### src/ppf_pkg.sv
// package: register map, field layout and encodings for palette and fetch base block
package ppf_pkg;
    // ==========================================================
    // register byte offsets
    localparam logic [7:0] PALETTE_BASE_OFF     = 8'h00;
    localparam logic [7:0] UPPER_BASE_LOW_OFF   = 8'h40;
    localparam logic [7:0] UPPER_BASE_HIGH_OFF  = 8'h44;
    localparam logic [7:0] LOWER_BASE_LOW_OFF   = 8'h48;
    localparam logic [7:0] LOWER_BASE_HIGH_OFF  = 8'h4C;
    localparam logic [7:0] DISPLAY_CONTROL_OFF  = 8'h50;
    localparam logic [7:0] FETCH_CONTROL_OFF    = 8'h54;
    localparam logic [7:0] FETCH_STATUS_OFF     = 8'h58;
    // ==========================================================
    // field layout
    localparam int PALETTE_ENTRIES  = 16;
    localparam int PALETTE_WIDTH    = 12;
    localparam int HALF_WIDTH       = 16;
    localparam int PHYS_ADDR_WIDTH  = 29;
    localparam int BURST_BEATS      = 4;
    localparam int BURST_ALIGN_BITS = 4;
    localparam int DEPTH_LSB        = 0;
    localparam int MODE_LSB         = 2;
    localparam int DUAL_BIT         = 5;
    localparam logic [15:0] HALF_RESET    = 16'h0000;
    localparam logic [11:0] PALETTE_RESET = 12'h000;
    localparam logic [5:0]  CONTROL_RESET = 6'h00;
    // ==========================================================
    // encodings
    localparam logic [1:0] DEPTH_1BIT = 2'h0;
    localparam logic [1:0] DEPTH_2BIT = 2'h1;
    localparam logic [1:0] DEPTH_4BIT = 2'h2;
    localparam logic [2:0] MODE_THIN_FILM = 3'h6;
    localparam logic [2:0] MODE_STN_COLOR = 3'h3;
    typedef enum logic [1:0] {PPF_IDLE, PPF_BURST} ppf_fetch_state_t;
endpackage

### src/ppf_stream_if.sv
// interface: valid/ready stream of palette output words
`timescale 1ns/10ps
`default_nettype none
interface ppf_stream_if;
    logic        valid;
    logic        ready;
    logic [11:0] data;
    logic        bypass;
    modport src (output valid, output data, output bypass, input ready);
    modport dst (input valid, input data, input bypass, output ready);
endinterface
`default_nettype wire

### src/ppf_top.sv
// palette lookup and frame fetch base address block with AHB-Lite register slave
//
// The register addresses and the AHB-Lite register port were left to the implementer.
`timescale 1ns/10ps
`default_nettype none

// Overview of operation
// each dot's value indexes a palette entry; that entry's value is output
// gradation numbers 0..15, ends are white and black, 14 shades between
// dot data is 1, 2 or 4 bits, chosen by the depth select field
// shades go to frame shading stage; thin-film mode bypasses it directly
// palette and base registers clear on power-on reset, hold on manual reset
// palette entries keep bits 11..0; bits 15..12 ignore writes, read zero
// software programs only the entries used by the selected depth
// monochrome/reflective modes use palette bits 3..0 only
// thin-film mode: blue 1..0, green 3..2, red 5..4
// passive colour mode: blue 3..0, green 7..4, red 11..8
// upper base is low and high 16-bit halves of a 32-bit address
// software keeps the upper base 16-byte aligned
// high halves fully read/write, top three bits ignored for fetch
// lower panel base formed from its own low and high halves
// software keeps the lower base 16-byte aligned
// software leaves base registers alone while the display runs
// each fetch is a burst of four 32-bit beats, 16 bytes
// fetch base keeps only the low 29 bits of joined halves
module ppf_top (
    input  wire logic        i_clk,
    input  wire logic        i_nrst,
    input  wire logic        i_por,
    input  wire logic        hsel,
    input  wire logic [31:0] haddr,
    input  wire logic [1:0]  htrans,
    input  wire logic        hwrite,
    input  wire logic [2:0]  hsize,
    input  wire logic [31:0] hwdata,
    input  wire logic        hready,
    output logic      [31:0] hrdata,
    output logic             hreadyout,
    output logic             hresp,
    input  wire logic        i_word_valid,
    input  wire logic [31:0] i_word_data,
    output logic             o_word_ready,
    output logic             o_dot_valid,
    output logic      [11:0] o_dot_value,
    output logic             o_dot_to_shader,
    input  wire logic        i_dot_ready,
    input  wire logic        i_fetch_start,
    input  wire logic        i_fetch_lower,
    output logic             o_fetch_req,
    output logic      [28:0] o_fetch_addr,
    output logic      [1:0]  o_fetch_beat,
    input  wire logic        i_fetch_beat_ack
);
    // ==========================================================
    // helpers
    function automatic logic [28:0] join_base(input logic [15:0] hi, input logic [15:0] lo);
        logic [31:0] full;
        full = {hi, lo};
        return full[ppf_pkg::PHYS_ADDR_WIDTH-1:0];
    endfunction

    function automatic logic [3:0] dot_of(input logic [31:0] w, input logic [1:0] depth,
                                          input logic [4:0] pos);
        logic [3:0] r;
        r = 4'h0;
        case (depth)
            ppf_pkg::DEPTH_1BIT: r = {3'h0, w[pos]};
            ppf_pkg::DEPTH_2BIT: r = {2'h0, w[{pos[3:0], 1'b0} +: 2]};
            default:             r = w[{pos[2:0], 2'h0} +: 4];
        endcase
        return r;
    endfunction

    // bits a register keeps from a write; a read behind that write must see them
    function automatic logic [31:0] stored_mask(input logic [7:0] off);
        logic [31:0] m;
        m = 32'h0000_0000;
        if (off < ppf_pkg::UPPER_BASE_LOW_OFF)
            m = 32'h0000_0FFF;
        else if (off <= ppf_pkg::LOWER_BASE_HIGH_OFF)
            m = 32'h0000_FFFF;
        else if (off == ppf_pkg::DISPLAY_CONTROL_OFF)
            m = 32'h0000_003F;
        return m;
    endfunction

    // ==========================================================
    // register state
    logic [11:0] palette_reg [ppf_pkg::PALETTE_ENTRIES];
    logic [15:0] upper_low_reg;
    logic [15:0] upper_high_reg;
    logic [15:0] lower_low_reg;
    logic [15:0] lower_high_reg;
    logic [5:0]  control_reg;

    // ==========================================================
    // AHB-Lite slave: zero wait states, always OKAY
    logic        wr_pend_reg;
    logic [7:0]  wr_addr_reg;
    wire         accept  = hsel & htrans[1] & hready;
    wire  [7:0]  a_off   = {haddr[7:2], 2'h0};
    wire         w_pal   = wr_pend_reg & (wr_addr_reg < ppf_pkg::UPPER_BASE_LOW_OFF);
    wire  [3:0]  w_idx   = wr_addr_reg[5:2];

    assign hreadyout = 1'b1;
    assign hresp     = 1'b0;

    always_ff @(posedge i_clk) begin
        if (!i_nrst) begin
            wr_pend_reg <= 1'b0;
            wr_addr_reg <= 8'h00;
        end else begin
            wr_pend_reg <= accept & hwrite;
            wr_addr_reg <= a_off;
        end
    end

    // manual reset holds the registers; only power-on clears them
    always_ff @(posedge i_clk) begin
        if (!i_nrst && i_por) begin
            for (int i = 0; i < ppf_pkg::PALETTE_ENTRIES; i++)
                palette_reg[i] <= ppf_pkg::PALETTE_RESET;
            upper_low_reg  <= ppf_pkg::HALF_RESET;
            upper_high_reg <= ppf_pkg::HALF_RESET;
            lower_low_reg  <= ppf_pkg::HALF_RESET;
            lower_high_reg <= ppf_pkg::HALF_RESET;
            control_reg    <= ppf_pkg::CONTROL_RESET;
        end else if (i_nrst && wr_pend_reg) begin
            if (w_pal)
                palette_reg[w_idx] <= hwdata[11:0];
            case (wr_addr_reg)
                ppf_pkg::UPPER_BASE_LOW_OFF:  upper_low_reg  <= hwdata[15:0];
                ppf_pkg::UPPER_BASE_HIGH_OFF: upper_high_reg <= hwdata[15:0];
                ppf_pkg::LOWER_BASE_LOW_OFF:  lower_low_reg  <= hwdata[15:0];
                ppf_pkg::LOWER_BASE_HIGH_OFF: lower_high_reg <= hwdata[15:0];
                ppf_pkg::DISPLAY_CONTROL_OFF: control_reg    <= hwdata[5:0];
                default: ;
            endcase
        end
    end

    // ==========================================================
    // fetch engine: bursts of four words from the selected base
    ppf_pkg::ppf_fetch_state_t state_reg;
    logic [28:0] addr_reg;
    logic [1:0]  beat_reg;
    wire  [28:0] upper_base = join_base(upper_high_reg, upper_low_reg);
    wire  [28:0] lower_base = join_base(lower_high_reg, lower_low_reg);
    wire         dual       = control_reg[ppf_pkg::DUAL_BIT];
    wire         lower_pick = dual & i_fetch_lower;
    wire  [28:0] start_base = lower_pick ? lower_base : upper_base;

    assign o_fetch_req  = (state_reg == ppf_pkg::PPF_BURST);
    assign o_fetch_addr = addr_reg;
    assign o_fetch_beat = beat_reg;

    always_ff @(posedge i_clk) begin
        if (!i_nrst) begin
            state_reg <= ppf_pkg::PPF_IDLE;
            addr_reg  <= 29'h0;
            beat_reg  <= 2'h0;
        end else begin
            case (state_reg)
                ppf_pkg::PPF_IDLE: begin
                    if (i_fetch_start) begin
                        state_reg <= ppf_pkg::PPF_BURST;
                        addr_reg  <= start_base;
                        beat_reg  <= 2'h0;
                    end
                end
                ppf_pkg::PPF_BURST: begin
                    if (i_fetch_beat_ack) begin
                        addr_reg <= addr_reg + 29'h4;
                        beat_reg <= beat_reg + 2'h1;
                        if (beat_reg == 2'(ppf_pkg::BURST_BEATS - 1))
                            state_reg <= ppf_pkg::PPF_IDLE;
                    end
                end
                default: state_reg <= ppf_pkg::PPF_IDLE;
            endcase
        end
    end

    // ==========================================================
    // read path: data registered into the data phase
    logic [31:0] rdata_reg;
    wire  [3:0]  r_idx = a_off[5:2];
    wire  [31:0] status_word = {29'h0, beat_reg, o_fetch_req};
    logic [31:0] rd_mux;
    always_comb begin
        rd_mux = 32'h0000_0000;
        if (a_off < ppf_pkg::UPPER_BASE_LOW_OFF)
            rd_mux = {20'h0, palette_reg[r_idx]};
        else case (a_off)
            ppf_pkg::UPPER_BASE_LOW_OFF:  rd_mux = {16'h0, upper_low_reg};
            ppf_pkg::UPPER_BASE_HIGH_OFF: rd_mux = {16'h0, upper_high_reg};
            ppf_pkg::LOWER_BASE_LOW_OFF:  rd_mux = {16'h0, lower_low_reg};
            ppf_pkg::LOWER_BASE_HIGH_OFF: rd_mux = {16'h0, lower_high_reg};
            ppf_pkg::DISPLAY_CONTROL_OFF: rd_mux = {26'h0, control_reg};
            ppf_pkg::FETCH_STATUS_OFF:    rd_mux = status_word;
            default:                      rd_mux = 32'h0000_0000;
        endcase
    end

    // a read right behind a write to the same register sees the written value
    wire  [31:0] keep_mask = stored_mask(a_off);
    wire         fwd_hit   = wr_pend_reg & (wr_addr_reg == a_off) & (keep_mask != 32'h0000_0000);
    wire  [31:0] rd_word   = fwd_hit ? (hwdata & keep_mask) : rd_mux;
    always_ff @(posedge i_clk) begin
        if (!i_nrst)
            rdata_reg <= 32'h0000_0000;
        else if (accept && !hwrite)
            rdata_reg <= rd_word;
    end
    assign hrdata = rdata_reg;

    // ==========================================================
    // dot unpacking and palette lookup
    wire  [1:0]  depth     = control_reg[ppf_pkg::DEPTH_LSB +: 2];
    wire  [2:0]  mode      = control_reg[ppf_pkg::MODE_LSB +: 3];
    wire         thin_film = (mode == ppf_pkg::MODE_THIN_FILM);
    wire         stn_color = (mode == ppf_pkg::MODE_STN_COLOR);
    logic [4:0]  pos_reg;
    wire  [4:0]  last_pos  = (depth == ppf_pkg::DEPTH_1BIT) ? 5'h1F :
                             (depth == ppf_pkg::DEPTH_2BIT) ? 5'h0F : 5'h07;
    wire  [3:0]  dot       = dot_of(i_word_data, depth, pos_reg);
    wire  [11:0] entry     = palette_reg[dot];
    // mode decides how much of the entry is meaningful
    wire  [11:0] value     = thin_film ? {6'h0, entry[5:0]} :
                             stn_color ? entry :
                                         {8'h0, entry[3:0]};

    ppf_stream_if lookup ();
    ppf_stream_if panel ();
    assign lookup.valid  = i_word_valid;
    assign lookup.data   = value;
    assign lookup.bypass = thin_film;
    wire   take          = lookup.valid & lookup.ready;
    assign o_word_ready  = take & (pos_reg == last_pos);

    always_ff @(posedge i_clk) begin
        if (!i_nrst)
            pos_reg <= 5'h00;
        else if (take)
            pos_reg <= (pos_reg == last_pos) ? 5'h00 : pos_reg + 5'h01;
    end

    ppf_skid_buffer u_buf (
        .i_clk  (i_clk),
        .i_nrst (i_nrst),
        .up     (lookup),
        .dn     (panel)
    );

    // stall from the panel side backs up into the word stream
    assign panel.ready     = i_dot_ready;
    assign o_dot_valid     = panel.valid;
    assign o_dot_value     = panel.data;
    assign o_dot_to_shader = panel.valid & ~panel.bypass;

    // ==========================================================
    // checks
    a_burst_four_beats: assert property (@(posedge i_clk) disable iff (!i_nrst)
        (o_fetch_req && beat_reg == 2'h3 && i_fetch_beat_ack) |=> !o_fetch_req)
        else $error("burst did not end after four beats");
    a_base_start: assert property (@(posedge i_clk) disable iff (!i_nrst)
        ($rose(o_fetch_req) && !$past(lower_pick)) |->
            o_fetch_addr == $past(upper_base))
        else $error("fetch did not start at upper base");
    a_lower_start: assert property (@(posedge i_clk) disable iff (!i_nrst)
        ($rose(o_fetch_req) && $past(lower_pick)) |->
            o_fetch_addr == $past(lower_base))
        else $error("fetch did not start at lower base");
    a_pal_read_zero: assert property (@(posedge i_clk) disable iff (!i_nrst)
        (accept && !hwrite && a_off < ppf_pkg::UPPER_BASE_LOW_OFF) |=> hrdata[31:12] == 20'h0)
        else $error("palette upper bits not zero");
    a_thin_bypass: assert property (@(posedge i_clk) disable iff (!i_nrst)
        (take && thin_film) |-> lookup.data[11:6] == 6'h0 && lookup.bypass)
        else $error("thin film value not bypassed");
    a_mono_width: assert property (@(posedge i_clk) disable iff (!i_nrst)
        (take && !thin_film && !stn_color) |-> lookup.data[11:4] == 8'h0)
        else $error("mono value wider than four bits");
    a_lookup_entry: assert property (@(posedge i_clk) disable iff (!i_nrst)
        (take && stn_color) |-> lookup.data == palette_reg[dot])
        else $error("lookup not from indexed entry");
    a_high_write: assert property (@(posedge i_clk) disable iff (!i_nrst)
        (wr_pend_reg && wr_addr_reg == ppf_pkg::UPPER_BASE_HIGH_OFF) |=>
            {16'h0000, upper_high_reg} == ($past(hwdata) & 32'h0000_FFFF))
        else $error("high half not stored whole");
    a_depth_dot: assert property (@(posedge i_clk) disable iff (!i_nrst)
        (depth == ppf_pkg::DEPTH_1BIT) |-> dot == {3'h0, 1'(i_word_data >> pos_reg)})
        else $error("one bit dot too wide");
    a_start_burst: assert property (@(posedge i_clk) disable iff (!i_nrst)
        (!o_fetch_req && i_fetch_start) |=> o_fetch_req)
        else $error("burst did not start");
    a_beat_step: assert property (@(posedge i_clk) disable iff (!i_nrst)
        (o_fetch_req && i_fetch_beat_ack && o_fetch_beat != 2'h3) |=>
            o_fetch_addr == $past(o_fetch_addr) + 29'h4)
        else $error("beat address did not step by one word");
    a_beat_wrap: assert property (@(posedge i_clk) disable iff (!i_nrst)
        !o_fetch_req |-> o_fetch_beat == 2'h0)
        else $error("beat index not at zero while idle");
    a_manual_hold: assert property (@(posedge i_clk)
        (!i_nrst && !i_por) |=> $stable(upper_high_reg) && $stable(palette_reg[0]))
        else $error("manual reset changed a register");
    a_por_clear: assert property (@(posedge i_clk)
        (!i_nrst && i_por) |=> upper_high_reg == 16'h0000 && palette_reg[5] == 12'h000)
        else $error("power-on reset left a register set");
endmodule
`default_nettype wire

### src/ppf_skid_buffer.sv
// two-entry buffer between the palette lookup and the panel output
`timescale 1ns/10ps
`default_nettype none
module ppf_skid_buffer (
    input  wire logic i_clk,
    input  wire logic i_nrst,
    ppf_stream_if.dst up,
    ppf_stream_if.src dn
);
    logic [12:0] slot_reg [2];
    logic [1:0]  count_reg;
    logic        rd_ptr_reg;
    logic        wr_ptr_reg;
    wire         push = up.valid & up.ready;
    wire         pop  = dn.valid & dn.ready;

    assign up.ready  = (count_reg != 2'h2);
    assign dn.valid  = (count_reg != 2'h0);
    assign dn.data   = slot_reg[rd_ptr_reg][11:0];
    assign dn.bypass = slot_reg[rd_ptr_reg][12];

    always_ff @(posedge i_clk) begin
        if (!i_nrst) begin
            count_reg  <= 2'h0;
            rd_ptr_reg <= 1'b0;
            wr_ptr_reg <= 1'b0;
        end else begin
            if (push)
                wr_ptr_reg <= ~wr_ptr_reg;
            if (pop)
                rd_ptr_reg <= ~rd_ptr_reg;
            count_reg <= count_reg + {1'b0, push} - {1'b0, pop};
        end
    end

    always_ff @(posedge i_clk) begin
        if (push)
            slot_reg[wr_ptr_reg] <= {up.bypass, up.data};
    end
endmodule
`default_nettype wire

### config.mk
export PLATFORM = sky130hd
export DESIGN_NAME = ppf_top
export DESIGN_NICKNAME = d
export VERILOG_FILES = /design/src/ppf_pkg.sv /design/src/ppf_stream_if.sv /design/src/ppf_top.sv /design/src/ppf_skid_buffer.sv
export SDC_FILE = /design/constraint.sdc
export NUM_CORES = 1
export LEC_CHECK = 0
export BUFFER_PORTS_ARGS = -buffer_cell sky130_fd_sc_hd__buf_2
export CORE_ASPECT_RATIO = 0.8
export CORE_MARGIN = 4
export CORE_UTILIZATION = 60
export DETAILED_ROUTE_END_ITERATION = 10
export PLACE_DENSITY = 0.93
export SLEW_MARGIN = 20
export SYNTH_ARGS = -nofsm -noshare
export SYNTH_HDL_FRONTEND = slang
export SYNTH_SLANG_ARGS = --single-unit
export TNS_END_PERCENT = 100
### constraint.sdc
create_clock -name i_clk -period 3.3 [get_ports i_clk]
set_clock_uncertainty 0.1 [all_clocks]
set_input_delay 0.66 -clock i_clk [delete_from_list [all_inputs] [get_ports i_clk]]
set_output_delay 0.66 -clock i_clk [all_outputs]
set_load 0.01 [all_outputs]
==> reports/results.env <==
MAXCAPVIOLATIONS=0
CTS_TREE='done'
PORT_BUFFERS=128
CLKSLEWWORSTSETUPHOLDPATHS_NS=0.06
OVERFLOW=0
CHAIN_OF_CELLS_FORMING_THE_CRITICAL_PATH='mux4_1 -> mux2_2 -> o221ai_2 -> nand2_4 -> buf_12 -> buf_4 -> mux2i_2 -> mux2i_1 -> mux2i_1 -> mux2i_1 -> buf_4'
YS_SEQ_AREA_FRAC=0.4717
TIMING.FINAL.HOLD_VIOLATIONS=0
SYNTH_LARGEST_AREA_CELL='edfxtp_1'
INITIAL_UTILIZATION=0.6154
MAX_SLEW.WORST_PIN.SLEW_NS=0.9059
SYNTH_TOP_FAMILY_BY_AREA='multiplexers'
ASYNC_RESET_FF_FRAC=0
VIAS_PER_CELL=6.822
TIMING.FINAL.CRIT_SHARE=0.9851
HOLD_WS_NS=0.3250
DIE_HEIGHT_UM=169.7
CP_SLOWEST_CELL='mux4_1'
LAYOUT.CORE_UTILIZATION=0.6990
FIN_CELLS=2394
MIN_PERIOD_NS=3.251
SHARE_COMB_OF_TOTAL_POWER=0.177
LAYOUT-DRIVE-GT1-SHARE=0.2466
MIN-DELAY-PATH-CLASS='input port to flip-flop'
GRT_ANTENNA_BEFORE_REPAIR=2
ROUTABILITY_CONGESTION_ESTIMATE=1.023
LEAKAGE_uW=0.008579
IO_PINS=193
FIRST_PASS_GRT_WIRE_LENGTH_UM=89910
NETSWITCHINGPOWER_uW=2820
DR_TOTAL_VIAS=16330
YS_DOMINANT_REG_CELL='edfxtp_1'
ROOT_BUF_CELL='clkbuf_16'
DETAIL_ROUTE.FIRST_PASS.ITERATIONS=6
POWER.SHARE.CLOCK=0.363
DIE-AREA_MM2=0.03565
SEQ_POWER_SHARE=0.460
TIMING_WORST_SETUP_PATH_TYPE='flip-flop to flip-flop'
FIN_AREA_MM2=0.02227
SYNTH_WARNINGS=0
STATUS='finished, final reports clean'
SYNTH_TOP_CELL_AREA_SHARE=0.3339
CELLINTERNALPOWER_uW=7877
DIE_X_UM=210.1
YOSYS.CELL_TYPES.COUNT=80
POST_SYNTH_INST_COUNT=1812
WORSTPATHARRIVAL_NS=3.42
ROUTED_WL_UM=59280
REMAINING_DRC_ERRORS=0
CRIT_PATH_MAX_INCR_DELAY_NS=0.59
DR.FIRST_ITER.DRC_COUNT=3092
TRACK_USAGE=0.3218
NUMCTSBUFFERS=35
POST-PLACE-WS_NS=-0.2994
SYNTHTOPCELLSBYAREA='edfxtp_1, dfxtp_1, mux4_2, and2_1, mux2i_1'
DP_CELLS=2327
PLACED_AREA_MM2=0.02102
POST_SYNTH_INSTANCE_AREA_MM2=0.01961
YOSYS.AREA_SHARE.SIMPLE=0.1879
YOSYS.AREA_SHARE.XOR_XNOR=0.006701
GRT_MAX_DEGREE=64
SYNTH-EDFF-COUNT=218
DESIGN.CORE.AREA_MM2=0.03186
CTS.PATH.MAX_BUFFERS=3
POWER_DENSITY_mW_PER_MM2=480.4
DESIGN.FINAL.NETS=2065
SYNTH_COMPOUND_AREA_FRAC=0.09789
SLEW_VIOLATIONS=0
WORSTSETUPSTARTPOINTTYPE='flip-flop'
DETAILED_PLACE_HPWL_UM=41420
STD_CELL_ROWS=58
ROUTED_WIRE_LENGTH_PER_INSTANCE_UM=24.76
POWER.SWITCHING_FRACTION=0.2636
SYNTH_ADDER_AREA_SHARE=0.003191
CLOCK_SINK_COUNT=353
POST_CTS_HOLD_BUFFERS=0
ANTENNA_VIOLATING_NETS_POST_ROUTE=0
CLOCK.FMAX_MHz=307.6
FIRST_GLOBAL_VIAS=15940
TIMING.CRITICAL_PATH.FANOUT_MAX=19
POST_SYNTH_MUX_AREA_SHARE=0.1881
POST_SYNTH.CELL_AREA_AVG_UM2=10.82
POSTLAYOUTSETUPSLACKWORST_NS=0.04906
CP-END-KIND='flip-flop'
YOSYS_REG_BITS=353
VDD_DROP_MAX_mV=0.3748
CLOCK_INSERTION_DELAY_WORST_SKEW_NS=0.53
MOST_PREVALENT_STANDARD_CELL_ON_THE_CRITICAL_PATH='mux2i_1'
LAYOUT-AREA-OVERHEAD-VS-SYNTH_PCT=13.57
LARGEST_REGISTER_FF_COUNT=192
HTREEDEPTH=2
SETUP_REPAIR_AFTER_GLOBAL_ROUTING_MISSED_ITS_MARGIN='yes'
WORST_EP_REQUIRED_TIME_NS=3.47
SETUP-VIOLATIONS-FINAL=0
SLEW-LIMIT-HEADROOM=0.3961
## synthesized netlist by cell type, types with 9 or more instances
| cell | number |
|---|---|
| nand2_1 | 219 |
| edfxtp_1 | 218 |
| and2_1 | 215 |
| dfxtp_1 | 135 |
| mux2i_1 | 113 |
| clkbuf_1 | 103 |
| a21oi_1 | 96 |
| nor2_1 | 92 |
| mux4_2 | 82 |
| nand3_1 | 74 |
| o21ai_0 | 57 |
| mux2_2 | 55 |
| nor2b_1 | 31 |
| buf_2 | 23 |
| or2_2 | 20 |
| buf_4 | 19 |
| a222oi_1 | 14 |
| a22oi_1 | 14 |
| nand2b_1 | 14 |
| o311a_1 | 13 |
| nor3_1 | 12 |
| inv_1 | 11 |
| o221ai_1 | 11 |
| a21o_1 | 10 |
| buf_1 | 10 |
| buf_6 | 9 |
| nor3b_1 | 9 |
| o22ai_1 | 9 |
| xnor2_1 | 9 |
## metal layers
metal,GRT usage,vias up,routed length [µm]
li1,-,6859,-
met1,0.4290,7735,20950
met2,0.4977,1457,26580
met3,0.09296,282,8836
met4,0.1395,0,2925
met5,0,-,0
## placed cells by master, fill, tap and decap left out, types with 57 or more instances in the layout
cell / count
buf_4: 112
o21ai_0: 57
edfxtp_1: 218
dfxtp_1: 131
mux2i_1: 110
mux4_2: 82
a21oi_1: 95
buf_2: 126
and2_1: 215
nand2_1: 219
nor2_1: 91
nand3_1: 74
## final timing paths
kind | from | end | slack, ns | cells past startpoint
setup / recovery | pos_reg[0] | u_buf.slot_reg[1][0] | 0.05 | 11
hold / removal | hwdata[15] | upper_low_reg[15] | 0.33 | 3
setup reg to reg | pos_reg[0] | u_buf.slot_reg[1][0] | 0.05 | 11
hold reg to reg | lower_high_reg[13] | lower_high_reg[13] | 0.36 | 2
## critical path, delay by kind of cell, from the launching register on
| family | cells | cell delay (ns) |
|---|---|---|
| muxes | 6 | 1.54 |
| buffers and inverters | 3 | 0.54 |
| DFF | 1 | 0.42 |
| AOI/OAI and AO/OA | 1 | 0.22 |
| and+or+nand+nor | 1 | 0.16 |
## cells by family (layout without fill, tap and decap cells)
group                    after synthesis  count (layout)
AO/OA/AOI/OAI                        287             287
other                                  2              21
multiplexers                         254             254
XOR/XNOR                              15              15
buffers and inverters                178             321
flip-flops                           353             353
adder cells (fa/ha/maj)                5               5
AND/OR/NAND/NOR                      718             718
## cell type report
type	count	area, µm²
flip-flops and latches	353	9256
repair buffers	250	1685
diodes	3	7.507
inverters	11	41.29
well taps	420	525.5
clock buffers	47	1015
clock inverters	13	88.84
fillers	2049	9590
multi-input cells	1297	9648
## through the flow
stage	power [µW]	setup TNS [ns]
2_1_floorplan	6131	0
3_3_place_gp	6713	-2.346
3_5_place_dp	6772	-3.859
4_1_cts	10630	0
5_1_grt	11010	-0.09681
6_report	10700	0
## what timing repair did
item / in CTS / in global routing
pin swaps: 1 / 3
endpoints found under the setup margin: 18 / 24
gates resized for setup: 4 / 19
setup buffers: 4 / 1
## power by group through the flow
stage	clock (µW)	combinational, µW	sequential (µW)
6_report	3880	1900	4920
3_3_place_gp	0	1720	4990
3_5_place_dp	0	1770	5010
2_1_floorplan	0	1170	4960
5_1_grt	4070	2010	4930
4_1_cts	3890	1820	4910
Note: power is estimated with default switching activity, not from simulation.
